**config.mk**
```make
export PLATFORM = sky130hd
export DESIGN_NAME = setws_top
export DESIGN_NICKNAME = d
export VERILOG_FILES = /design/src/rtl/setws_pkg.sv /design/src/rtl/setws_sync.sv /design/src/rtl/setws_mem.sv /design/src/rtl/setws_top.sv
export SDC_FILE = /design/constraint.sdc
export NUM_CORES = 2
export LEC_CHECK = 0
export BUFFER_PORTS_ARGS = -buffer_cell sky130_fd_sc_hd__buf_2
export CAP_MARGIN = 20
export CORE_MARGIN = 5
export CORE_UTILIZATION = 58
export CTS_CLUSTER_DIAMETER = 200
export DETAILED_ROUTE_END_ITERATION = 16
export GPL_ROUTABILITY_DRIVEN = 0
export MAX_ROUTING_LAYER = met4
export PLACE_DENSITY_LB_ADDON = 0.08
export SYNTH_ARGS = -nofsm -noshare
export SYNTH_HDL_FRONTEND = slang
export SYNTH_HIERARCHICAL = 1
export SYNTH_SLANG_ARGS = --single-unit
```
**constraint.sdc**
```tcl
create_clock -name MCLK -period 3.88 [get_ports MCLK]
set_input_delay 0.194 -clock MCLK [delete_from_list [all_inputs] [get_ports MCLK]]
set_output_delay 0.194 -clock MCLK [all_outputs]
set_load 0.01 [all_outputs]
```
**src/rtl/setws_pkg.sv**
```systemverilog
// constants, types and helpers shared by the two-wire eeprom slave
package setws_pkg;

  // array geometry
  localparam int unsigned ADDR_W     = 7;
  localparam int unsigned MEM_DEPTH  = 128;
  localparam int unsigned PAGE_BYTES = 8;
  localparam int unsigned PAGE_W     = 3;
  localparam int unsigned SEL_W      = 3;
  localparam int unsigned TYPE_W     = 4;

  // bit positions inside the address byte
  localparam int unsigned TYPE_LSB = 4;
  localparam int unsigned SEL_LSB  = 1;
  localparam int unsigned DIR_BIT  = 0;

  // bit counter values within one byte
  localparam logic [3:0] BIT_LAST_IN = 4'h7;
  localparam logic [3:0] BIT_FULL    = 4'h8;

  // reset values
  localparam logic [7:0] ERASED_BYTE = 8'hFF;
  localparam logic [5:0] SYNC_RST    = 6'h03;

  // internal programming time and its cycle count at the core clock
  localparam int unsigned CLK_PERIOD_NS   = 20;
  localparam int unsigned PROG_TIME_NS    = 5000000;
  localparam int unsigned PROG_CYCLES_DEF = PROG_TIME_NS / CLK_PERIOD_NS;
  localparam int unsigned PROG_CNT_W      = 18;

  // bus sequencer states
  typedef enum logic [3:0] {
    ST_IDLE,
    ST_DEVADDR,
    ST_DEVACK,
    ST_WADDR,
    ST_WADDRACK,
    ST_WDATA,
    ST_WDATAACK,
    ST_RDATA,
    ST_RACK,
    ST_WAITSTOP,
    ST_PROG
  } setws_state_t;

  // next address inside the same page: low bits wrap, upper bits hold
  function automatic logic [ADDR_W-1:0] setws_page_next(input logic [ADDR_W-1:0] a);
    logic [PAGE_W-1:0] low;
    low = a[PAGE_W-1:0] + 3'h1;
    return {a[ADDR_W-1:PAGE_W], low};
  endfunction : setws_page_next

endpackage : setws_pkg

```
**src/rtl/setws_sync.sv**
```systemverilog
// two flip-flop synchroniser for a group of asynchronous pins
`timescale 1ns/1ps
module setws_sync #(
  parameter int unsigned W       = 6,
  parameter logic [W-1:0] RST_VAL = '0
) (
  input  wire logic         clk,
  input  wire logic         rst_n,
  input  wire logic [W-1:0] d,
  output logic      [W-1:0] q
);
  import setws_pkg::*;

  typedef struct packed {
    logic [W-1:0] s1;
    logic [W-1:0] s2;
  } setws_sync_t;

  setws_sync_t r_r;
  setws_sync_t r_nxt;

  // first stage feeds only the second stage
  always_comb begin
    r_nxt    = r_r;
    r_nxt.s1 = d;
    r_nxt.s2 = r_r.s1;
  end

  // state register
  always_ff @(posedge clk or negedge rst_n) begin
    if (!rst_n) begin
      r_r <= '{s1: RST_VAL, s2: RST_VAL};
    end else begin
      r_r <= r_nxt;
    end
  end

  assign q = r_r.s2;

endmodule : setws_sync

```
**src/rtl/setws_mem.sv**
```systemverilog
// 128 x 8 storage array with an eight byte page commit port
`timescale 1ns/1ps
module setws_mem #(
  parameter int unsigned DEPTH = setws_pkg::MEM_DEPTH
) (
  input  wire logic                                   clk,
  input  wire logic                                   rst_n,
  input  wire logic [setws_pkg::ADDR_W-1:0]           rd_addr,
  output logic      [7:0]                             rd_data,
  input  wire logic                                   commit,
  input  wire logic [setws_pkg::ADDR_W-setws_pkg::PAGE_W-1:0] page,
  input  wire logic [setws_pkg::PAGE_BYTES-1:0][7:0]  pbuf,
  input  wire logic [setws_pkg::PAGE_BYTES-1:0]       pmask
);
  import setws_pkg::*;

  logic [7:0] mem_r [DEPTH];

  // array starts erased; a commit writes every marked byte of one page
  always_ff @(posedge clk or negedge rst_n) begin
    if (!rst_n) begin
      for (int i = 0; i < DEPTH; i++) begin
        mem_r[i] <= ERASED_BYTE;
      end
    end else if (commit) begin
      for (int j = 0; j < PAGE_BYTES; j++) begin
        if (pmask[j]) begin
          mem_r[{page, PAGE_W'(j)}] <= pbuf[j];
        end
      end
    end
  end

  // read port follows the address counter
  assign rd_data = mem_r[rd_addr];

endmodule : setws_mem

```
**src/rtl/setws_top.sv**
```systemverilog
// two-wire serial eeprom slave: bus sequencer, page buffer and program timer
//
// Operation
// sample sda on each scl rising edge
// change driven sda only after scl falls
// start is sda falling with scl high
// stop is sda rising with scl high
// write without stop is discarded
// upper four address bits must match type
// next three bits must match select pins
// last address bit: one read, zero write
// write protect high refuses all writes
// ninth clock carries the acknowledge, low
// acknowledge address, word address and data
// read: low ack continues, high waits stop
// byte write programs only after stop
// page write increments only low bits
// more than eight bytes wrap in page
// reads leave counter one past last
// writes leave counter at last address
// reads continue sequentially over whole array
// random read via word address, restart
// master ends reads with high ack
// write protect counts from first byte low bit
// write protect aborts programming at once
// no acknowledge while programming
// start then stop cancels the command
// word address uses low seven bits
`timescale 1ns/1ps
module setws_top #(
  parameter logic [3:0]  TYPE_CODE   = 4'h5,  // arbitrary value
  parameter int unsigned PROG_CYCLES = setws_pkg::PROG_CYCLES_DEF
) (
  input  wire logic                        MCLK,
  input  wire logic                        RST_N,
  input  wire logic                        SCL,
  input  wire logic                        SDA_I,
  output logic                             SDA_O,
  output logic                             SDA_OE,
  input  wire logic                        WP,
  input  wire logic [setws_pkg::SEL_W-1:0] ADDR_SEL,
  output logic                             PROG_BUSY
);
  import setws_pkg::*;

  typedef struct packed {
    setws_state_t                  state;
    logic [3:0]                    cnt;
    logic [7:0]                    shreg;
    logic [7:0]                    txsh;
    logic [ADDR_W-1:0]             addr;
    logic                          got_data;
    logic                          wp_arm;
    logic                          wr_cancel;
    logic [PAGE_BYTES-1:0][7:0]    pbuf;
    logic [PAGE_BYTES-1:0]         pmask;
    logic [PROG_CNT_W-1:0]         tmr;
    logic                          scl_d;
    logic                          sda_d;
    logic                          oe;
    logic                          commit;
  } setws_core_t;

  setws_core_t r_r;
  setws_core_t r_nxt;

  logic [5:0]        pins_s;
  logic              scl_s;
  logic              sda_s;
  logic              wp_s;
  logic [SEL_W-1:0]  sel_s;
  logic              scl_rise;
  logic              scl_fall;
  logic              start_c;
  logic              stop_c;
  logic              dev_match;
  logic [7:0]        rd_data;
  logic [ADDR_W-1:0] wr_pos;

  // all bus pins cross into the core clock through two flops
  setws_sync #(
    .W       (6),
    .RST_VAL (SYNC_RST)
  ) u_sync (
    .clk   (MCLK),
    .rst_n (RST_N),
    .d     ({ADDR_SEL, WP, SDA_I, SCL}),
    .q     (pins_s)
  );

  assign scl_s = pins_s[0];
  assign sda_s = pins_s[1];
  assign wp_s  = pins_s[2];
  assign sel_s = pins_s[5:3];

  // edge and bus condition detection on the synchronised lines
  assign scl_rise = scl_s & ~r_r.scl_d;
  assign scl_fall = ~scl_s & r_r.scl_d;
  assign start_c  = r_r.sda_d & ~sda_s & scl_s & r_r.scl_d;
  assign stop_c   = ~r_r.sda_d & sda_s & scl_s & r_r.scl_d;

  // address byte decode: type code, select pins
  assign dev_match = (r_r.shreg[7:TYPE_LSB] == TYPE_CODE)
                   && (r_r.shreg[TYPE_LSB-1:SEL_LSB] == sel_s);

  // first data byte lands at the word address, later ones wrap in page
  assign wr_pos = r_r.got_data ? setws_page_next(r_r.addr) : r_r.addr;

  // storage array
  setws_mem u_mem (
    .clk     (MCLK),
    .rst_n   (RST_N),
    .rd_addr (r_r.addr),
    .rd_data (rd_data),
    .commit  (r_r.commit),
    .page    (r_r.addr[ADDR_W-1:PAGE_W]),
    .pbuf    (r_r.pbuf),
    .pmask   (r_r.pmask)
  );

  // bus sequencer
  always_comb begin
    r_nxt        = r_r;
    r_nxt.scl_d  = scl_s;
    r_nxt.sda_d  = sda_s;
    r_nxt.commit = 1'b0;
    if (r_r.state == ST_PROG) begin
      // programming ignores the bus entirely, so polls get no acknowledge
      r_nxt.oe = 1'b0;
      if (wp_s) begin
        r_nxt.state = ST_IDLE;
      end else if (r_r.tmr == PROG_CNT_W'(PROG_CYCLES - 1)) begin
        r_nxt.commit = 1'b1;
        r_nxt.state  = ST_IDLE;
      end else begin
        r_nxt.tmr = r_r.tmr + 18'h00001;
      end
    end else if (start_c) begin
      // a new or repeated start drops any unfinished write
      r_nxt.state     = ST_DEVADDR;
      r_nxt.cnt       = 4'h0;
      r_nxt.oe        = 1'b0;
      r_nxt.got_data  = 1'b0;
      r_nxt.pmask     = '0;
      r_nxt.wp_arm    = 1'b0;
      r_nxt.wr_cancel = 1'b0;
    end else if (stop_c) begin
      // stop ends the transaction; only a clean data phase programs
      r_nxt.oe    = 1'b0;
      r_nxt.state = ST_IDLE;
      if ((r_r.state == ST_WDATA || r_r.state == ST_WDATAACK) && r_r.got_data
          && !r_r.wr_cancel && !wp_s) begin
        r_nxt.state = ST_PROG;
        r_nxt.tmr   = '0;
      end
    end else begin
      unique case (r_r.state)
        ST_IDLE, ST_WAITSTOP: begin
          r_nxt.oe = 1'b0;
        end
        ST_DEVADDR, ST_WADDR, ST_WDATA: begin
          if (scl_rise) begin
            r_nxt.shreg = {r_r.shreg[6:0], sda_s};
            r_nxt.cnt   = r_r.cnt + 4'h1;
            if (r_r.state == ST_WDATA && r_r.cnt == BIT_LAST_IN) begin
              r_nxt.wp_arm = 1'b1;
            end
          end else if (scl_fall && r_r.cnt == BIT_FULL) begin
            r_nxt.cnt = 4'h0;
            if (r_r.state == ST_DEVADDR) begin
              if (dev_match) begin
                r_nxt.oe    = 1'b1;
                r_nxt.state = ST_DEVACK;
              end else begin
                r_nxt.state = ST_IDLE;
              end
            end else if (r_r.state == ST_WADDR) begin
              r_nxt.addr     = r_r.shreg[ADDR_W-1:0];
              r_nxt.got_data = 1'b0;
              r_nxt.oe       = 1'b1;
              r_nxt.state    = ST_WADDRACK;
            end else if (r_r.wr_cancel) begin
              r_nxt.state = ST_IDLE;
            end else begin
              // store the byte and keep the counter on it
              r_nxt.pbuf[wr_pos[PAGE_W-1:0]]  = r_r.shreg;
              r_nxt.pmask[wr_pos[PAGE_W-1:0]] = 1'b1;
              r_nxt.addr     = wr_pos;
              r_nxt.got_data = 1'b1;
              r_nxt.oe       = 1'b1;
              r_nxt.state    = ST_WDATAACK;
            end
          end
        end
        ST_DEVACK: begin
          if (scl_fall) begin
            if (r_r.shreg[DIR_BIT]) begin
              // read: first data bit goes out on the same falling edge
              r_nxt.txsh  = rd_data;
              r_nxt.oe    = ~rd_data[7];
              r_nxt.state = ST_RDATA;
            end else begin
              r_nxt.oe    = 1'b0;
              r_nxt.state = ST_WADDR;
            end
          end
        end
        ST_WADDRACK, ST_WDATAACK: begin
          if (scl_fall) begin
            r_nxt.oe    = 1'b0;
            r_nxt.state = ST_WDATA;
          end
        end
        ST_RDATA: begin
          if (scl_rise) begin
            r_nxt.cnt = r_r.cnt + 4'h1;
          end else if (scl_fall) begin
            if (r_r.cnt == BIT_FULL) begin
              r_nxt.oe    = 1'b0;
              r_nxt.cnt   = 4'h0;
              r_nxt.state = ST_RACK;
            end else begin
              r_nxt.txsh = {r_r.txsh[6:0], 1'b0};
              r_nxt.oe   = ~r_r.txsh[6];
            end
          end
        end
        ST_RACK: begin
          if (scl_rise) begin
            r_nxt.addr = r_r.addr + 7'h01;
            if (sda_s) begin
              r_nxt.state = ST_WAITSTOP;
            end
          end else if (scl_fall) begin
            r_nxt.txsh  = rd_data;
            r_nxt.oe    = ~rd_data[7];
            r_nxt.state = ST_RDATA;
          end
        end
        default: begin
          r_nxt.state = ST_IDLE;
          r_nxt.oe    = 1'b0;
        end
      endcase
    end
    // once armed, a high protect level cancels the pending write
    if (r_nxt.wp_arm && wp_s) begin
      r_nxt.wr_cancel = 1'b1;
    end
  end

  // state register
  always_ff @(posedge MCLK or negedge RST_N) begin
    if (!RST_N) begin
      r_r <= '{state: ST_IDLE, scl_d: 1'b1, sda_d: 1'b1, default: '0};
    end else begin
      r_r <= r_nxt;
    end
  end

  // open drain: the pad only ever pulls low
  assign SDA_O     = 1'b0;
  assign SDA_OE    = r_r.oe;
  assign PROG_BUSY = (r_r.state == ST_PROG);
endmodule : setws_top

```
; ---- Word-level counts from Yosys, hierarchy flattened
; Index checks and enable logic that the tools add are counted.
[word_totals]
in_bits = 8
out_inout_bits = 3
word_cells = 440
reg_bits = 1164
[op_classes]
reduce_logical = 43
bitwise_logic = 31
eq_ne = 56
n_lt_le_gt_ge = 19
n_addsub = 4
mux = 134
[op_table]
columns = op, count
row1 = $mux 1024, 15
row2 = $bwmux 1024, 8
row3 = $mux 72, 7
row4 = $demux 8 s7, 8
row5 = $mux 8, 29
row6 = $mux 18, 6
row7 = $mux 74, 1
row8 = $ge 8x8->1 const B, 9
row9 = $not 7->8, 9
row10 = $mux 4, 17
row11 = $bwmux 64, 1
row12 = $lt 8x1->1 const B, 8
row13 = $mux 64, 1
row14 = $bmux 8 s7, 1
row15 = $ne 5x5->1 const B, 9
row16 = $ne 2x2->1 const B, 18
row17 = $mux 29, 1
row18 = $reduce_and 9->1, 3
row19 = $mux 1, 25
row20 = $demux 8 s3, 1
row21 = $eq 4x3->1 const B, 6
row22 = $pmux 4 s6, 1
row23 = $pmux 8 s3, 1
row24 = $reduce_and 11->1, 2
row25 = other kinds (42), 100

; ---- Depth between registers and ports, before layout
[logic_depth]
word_depth = 28
depth_mapped = 11
depth_no_buf = 8

; ---- Cells and area by module
; Netlist, hierarchy kept.
[modules_own_cells]
columns = module, seq_area_each_um2, instances, cells_each, area_each_um2
row1 = setws_mem, 26905.8, 1, 2710, 47399.2
row2 = setws_top, 3180.6, 1, 595, 6294.8
row3 = setws_sync, 305.3, 1, 12, 305.3

; ---- Worst setup path after synthesis
; No wires, ideal clock.
[synth_path]
path_kind = register to register
startpoint = register r_r[97] (netlist bit)
endpoint = register r_r (netlist bit SDA_OE)
t_required_ns = 3.813
setup_slack_ns = 0.373
path_stages_with_launch = 11
setup_time_ns = 0.067
t_arrival_ns = 3.440
period_less_slack_ns = 3.507
n_path_buf = 2
cell_sequence = dfrtp_1 -> buf_2 -> buf_1 -> mux4_2 -> mux4_2 -> mux4_2 -> mux2_2 -> o32ai_1 -> o211ai_1 -> o31ai_1 -> o221a_1
[synth_via]
elab_chain_cells = 11
elab_cells_between_ends = 13
cone_classes = mux: 11 / bitwise: 2
[synth_lines]
columns = item, line
row1 = start: declaration, setws_top.sv:64  ; setws_core_t r_r;
row2 = start signal: assignment, setws_top.sv:257  ; r_r <= r_nxt;
row3 = $not 7->8 (implied by the code) *, setws_mem.sv:35  ; assign rd_data = mem_r[rd_addr];
row4 = $bmux 8 s7 *, setws_mem.sv:35
row5 = $mux 8 (implied by the code) * (2 in series), setws_mem.sv:35
row6 = via rd_data[7], setws_top.sv:77  ; logic [7:0] rd_data;
row7 = $not 1->1 *, "setws_top.sv:200, setws_top.sv:236"
row8 = "$mux 1, on equally long branches", "setws_top.sv:234, setws_top.sv:197"
row9 = "$mux 1, on equally long branches", "setws_top.sv:229, setws_top.sv:196"
row10 = $pmux 1 s5 *, setws_top.sv:157  ; unique case (r_r.state)
row11 = $mux 1 *, setws_top.sv:147  ; end else if (stop_c) begin
row12 = $mux 1 *, setws_top.sv:138  ; end else if (start_c) begin
row13 = $mux 1 *, setws_top.sv:127  ; if (r_r.state == ST_PROG) begin
; Mark *: on every way through the listed nets, which the timed path passes. The rest lies on a longest branch. The select of a mux whose other input is x is not followed.
; A chain may end at the register's enable or synchronous reset.

; ---- Worst setup path in the final report
; Same ends and word-level chain as after synthesis.

==> impl_metrics.toml <==
[sta]
fin_tns_setup_ps = 0
worstMarginPinSlew_ps = 1251
setup_viol = 0
worst_slack_ps = 142.2
finalCritPeriodShare_pct = 96.33
rsz0062_at_grt = "false"
period_needed_ps = 3738
slew-limit-headroom_pct = 16.62
skew_ps = 21.74
fmax_mhz = 267.5
finalHoldViolCount = 0
slew_violations = 0

[critical_path]
cp.arrival_ps = 4380
critPathCaptureType = "flip-flop"
crit_chain = "buf_12 -> mux4_2 -> mux4_2 -> mux4_2 -> mux2_2 -> o32ai_1 -> o211ai_1 -> o31ai_1 -> o221a_1"
crit_type = "reg -> reg"
path_common_cell = "mux4_2"
rr_worst_depth = 9
critPathMaxStageDelay_ps = 610
start_kind = "flip-flop"
critPathSlowestCell = "dfrtp_4"
worst-path-max-fanout = 23
required_ps = 4520

[die]
core_area_sq_um = 92910
io_pins = 11
dieArea_sq_um = 99300
initial_core_util_pct = 58.12
die_w_um = 315.1
row_count = 112
die_y_um = 315.1

[clock_tree]
clock_path_buffers = 3
cts_tree = "built"
post_cts_resized = 0
cts_made_buffers = 120
cts_setup_buffers = 0
cts_hold_buf = 8
clk_pin_slew_worst_paths_ps = 60
htreeDepth = 3
clockRootBuffer = "clkbuf_16"
clk_latency_ps = 710
clock-sinks = 1163

[routing]
num_vias = 32870
drt_first_pass_iters = 7
finalWirelength_mm = 174.3
viasPerCell = 6.771
antenna_left = 0
routedWlPerCell_um = 35.90
drt-initial-drc-count = 3097
drc_errors = 0

[synthesis]
yosysSeqAreaShare_pct = 56.28
synth_cell_types = 68
synth-edff-count = 0
netlist_instances = 3317
syn_nets = 3331
synth-async-reset-ratio_pct = 100.0
yosys_warnings = 6
synthFlopType = "dfstp_2"
syn_area_per_cell_sq_um = 16.28
syn_area_sq_um = 54000
ys_ff_latch = 1163

[power]
p_leak_nw = 24.52
peakVddDrop_mv = 0.5615
power.density_nw_per_um2 = 443.3

[worst_hold_path]
hp-class = "in -> reg"
min_path_cells = 2

[place]
dp.cells = 4617
post-place-ws_ps = 161.3
portBuffers = 9
hpwl_mm = 114.7

[finish]
final_common_cell = "mux2_2"
num-nets-final = 3508
instances_no_fill = 4855
area_growth_pct = 13.26
drive_above_1_share_pct = 79.22
mostFrequentLayoutCells = "mux2_2 (1039), dfstp_2 (1030), mux4_2 (336), buf_4 (203), nor2_1 (167)"

[global_route]
grt_usage_pct = 36.49
grt_pass1_wl_mm = 252.3
grt_max_degree = 188
overflow = 0
antenna_found_initial = 18
grt_pass1_vias = 34720

[run_status]
status = "finished clean"

[flow_run]
cap_violations = 0
kinds of logic after synthesis:
logic type	Yosys count	share of synthesized area, %
xor+xnor	21	0.3406
compound gates	101	1.210
buf+inv	213	1.629
mux	1454	37.32
simple gates	358	3.075
fa+ha+maj	6	0.1390
other cells	1	0.006945
flops	1163	56.28
flip-flops by register name, indices dropped and copies added, names as in the netlist:
register,cells
SDA_OE,1
r_r,126
u_mem/mem_r,1024
u_sync/q,6
u_sync/r_nxt,6
synth_stat cells, drive strengths merged (2+ instances only):
master	instances	area (sq um)
xnor2	17	148.9
or3b	2	17.52
dfstp	1030	27060
mux4	336	7567
o21ai	18	93.84
a211oi	4	35.03
o2bb2ai	2	17.52
nand3	25	125.1
a21oi	36	180.2
dfrtp	133	3328
nor3	7	35.03
nor4b	4	41.29
nand3b	2	15.01
nor3b	4	30.03
mux2i	4	40.04
o211ai	4	30.03
a21o	5	37.54
and3	11	68.82
ha	6	75.07
inv	14	52.55
a32oi	2	17.52
clkbuf	145	544.3
nor2	167	626.9
or2	4	25.02
buf	54	282.8
nand2b	6	37.54
and4b	2	20.02
nand2	76	285.3
a31oi	11	68.82
nand4	18	112.6
xor2	4	35.03
o31ai	3	36.28
nor4	3	18.77
and2	2	12.51
nand4b	6	52.55
or4	2	15.01
o22ai	3	18.77
mux2	1114	12540
nor2b	12	75.07
o22a	2	17.52
worst max-delay path: cells and delay by family, from the launching register on:
family	cells	cell delay, ps
flops	1	610
buf+inv	1	260
mux	4	1910
compound gates	4	850
per-stage QoR:
| stage | total power, mW | hold slack [ps] | instance area (sq um) | utilization (%) |
|---|---|---|---|---|
| after floorplan | 14.23 | -101.6 | 54000 | - |
| after global placement | 15.39 | 129.7 | 56930 | 61.28 |
| after detailed placement | 15.45 | 138.8 | 57020 | 61.37 |
| after CTS | 27.23 | 80.48 | 61120 | 65.78 |
| after global routing | 27.93 | 110.4 | 61140 | 65.81 |
| final | 27.11 | 122.0 | 61160 | 65.83 |
routing by layer:
layer	vias up	GRT usage, %	wire [um]
met5	-	-	0
met4	0	22.13	13450
met3	528	6.501	11910
met2	1528	55.92	82710
met1	18000	45.84	66240
li1	12820	-	-
final cells by class:
type / instances / area (sq um)
sequential: 1163 / 30400
timing repair buffer: 254 / 2357
clock buffer: 190 / 3640
antenna: 11 / 27.53
inverter: 14 / 52.55
fill: 6413 / 31750
multi-input combinational: 1941 / 22730
tap: 1254 / 1569
clock inverter: 28 / 381.6
worst paths after layout:
check                                          start                      endpoint  slack (ps)
min in group asynchronous                      RST_N  u_mem/mem_r[784]$_DFFE_PN1P_         280
min reg2reg                u_sync/r_nxt[2]$_DFF_PN0_         u_sync/q[2]$_DFF_PN0_         350
max reg2reg                      r_r[97]$_DFFE_PN0P_            SDA_OE$_DFFE_PN0P_         140
max in group asynchronous                      RST_N           r_r[98]$_DFFE_PN0P_        2400
max                              r_r[97]$_DFFE_PN0P_            SDA_OE$_DFFE_PN0P_         140
min                                      ADDR_SEL[0]     u_sync/r_nxt[3]$_DFF_PN0_         120
report_power, final:
part           switching [mW]  internal (mW)
Combinational            1.69           1.01
Clock                    4.79           6.97
Sequential              0.366           12.3
Power figures use the tool's default switching activity.
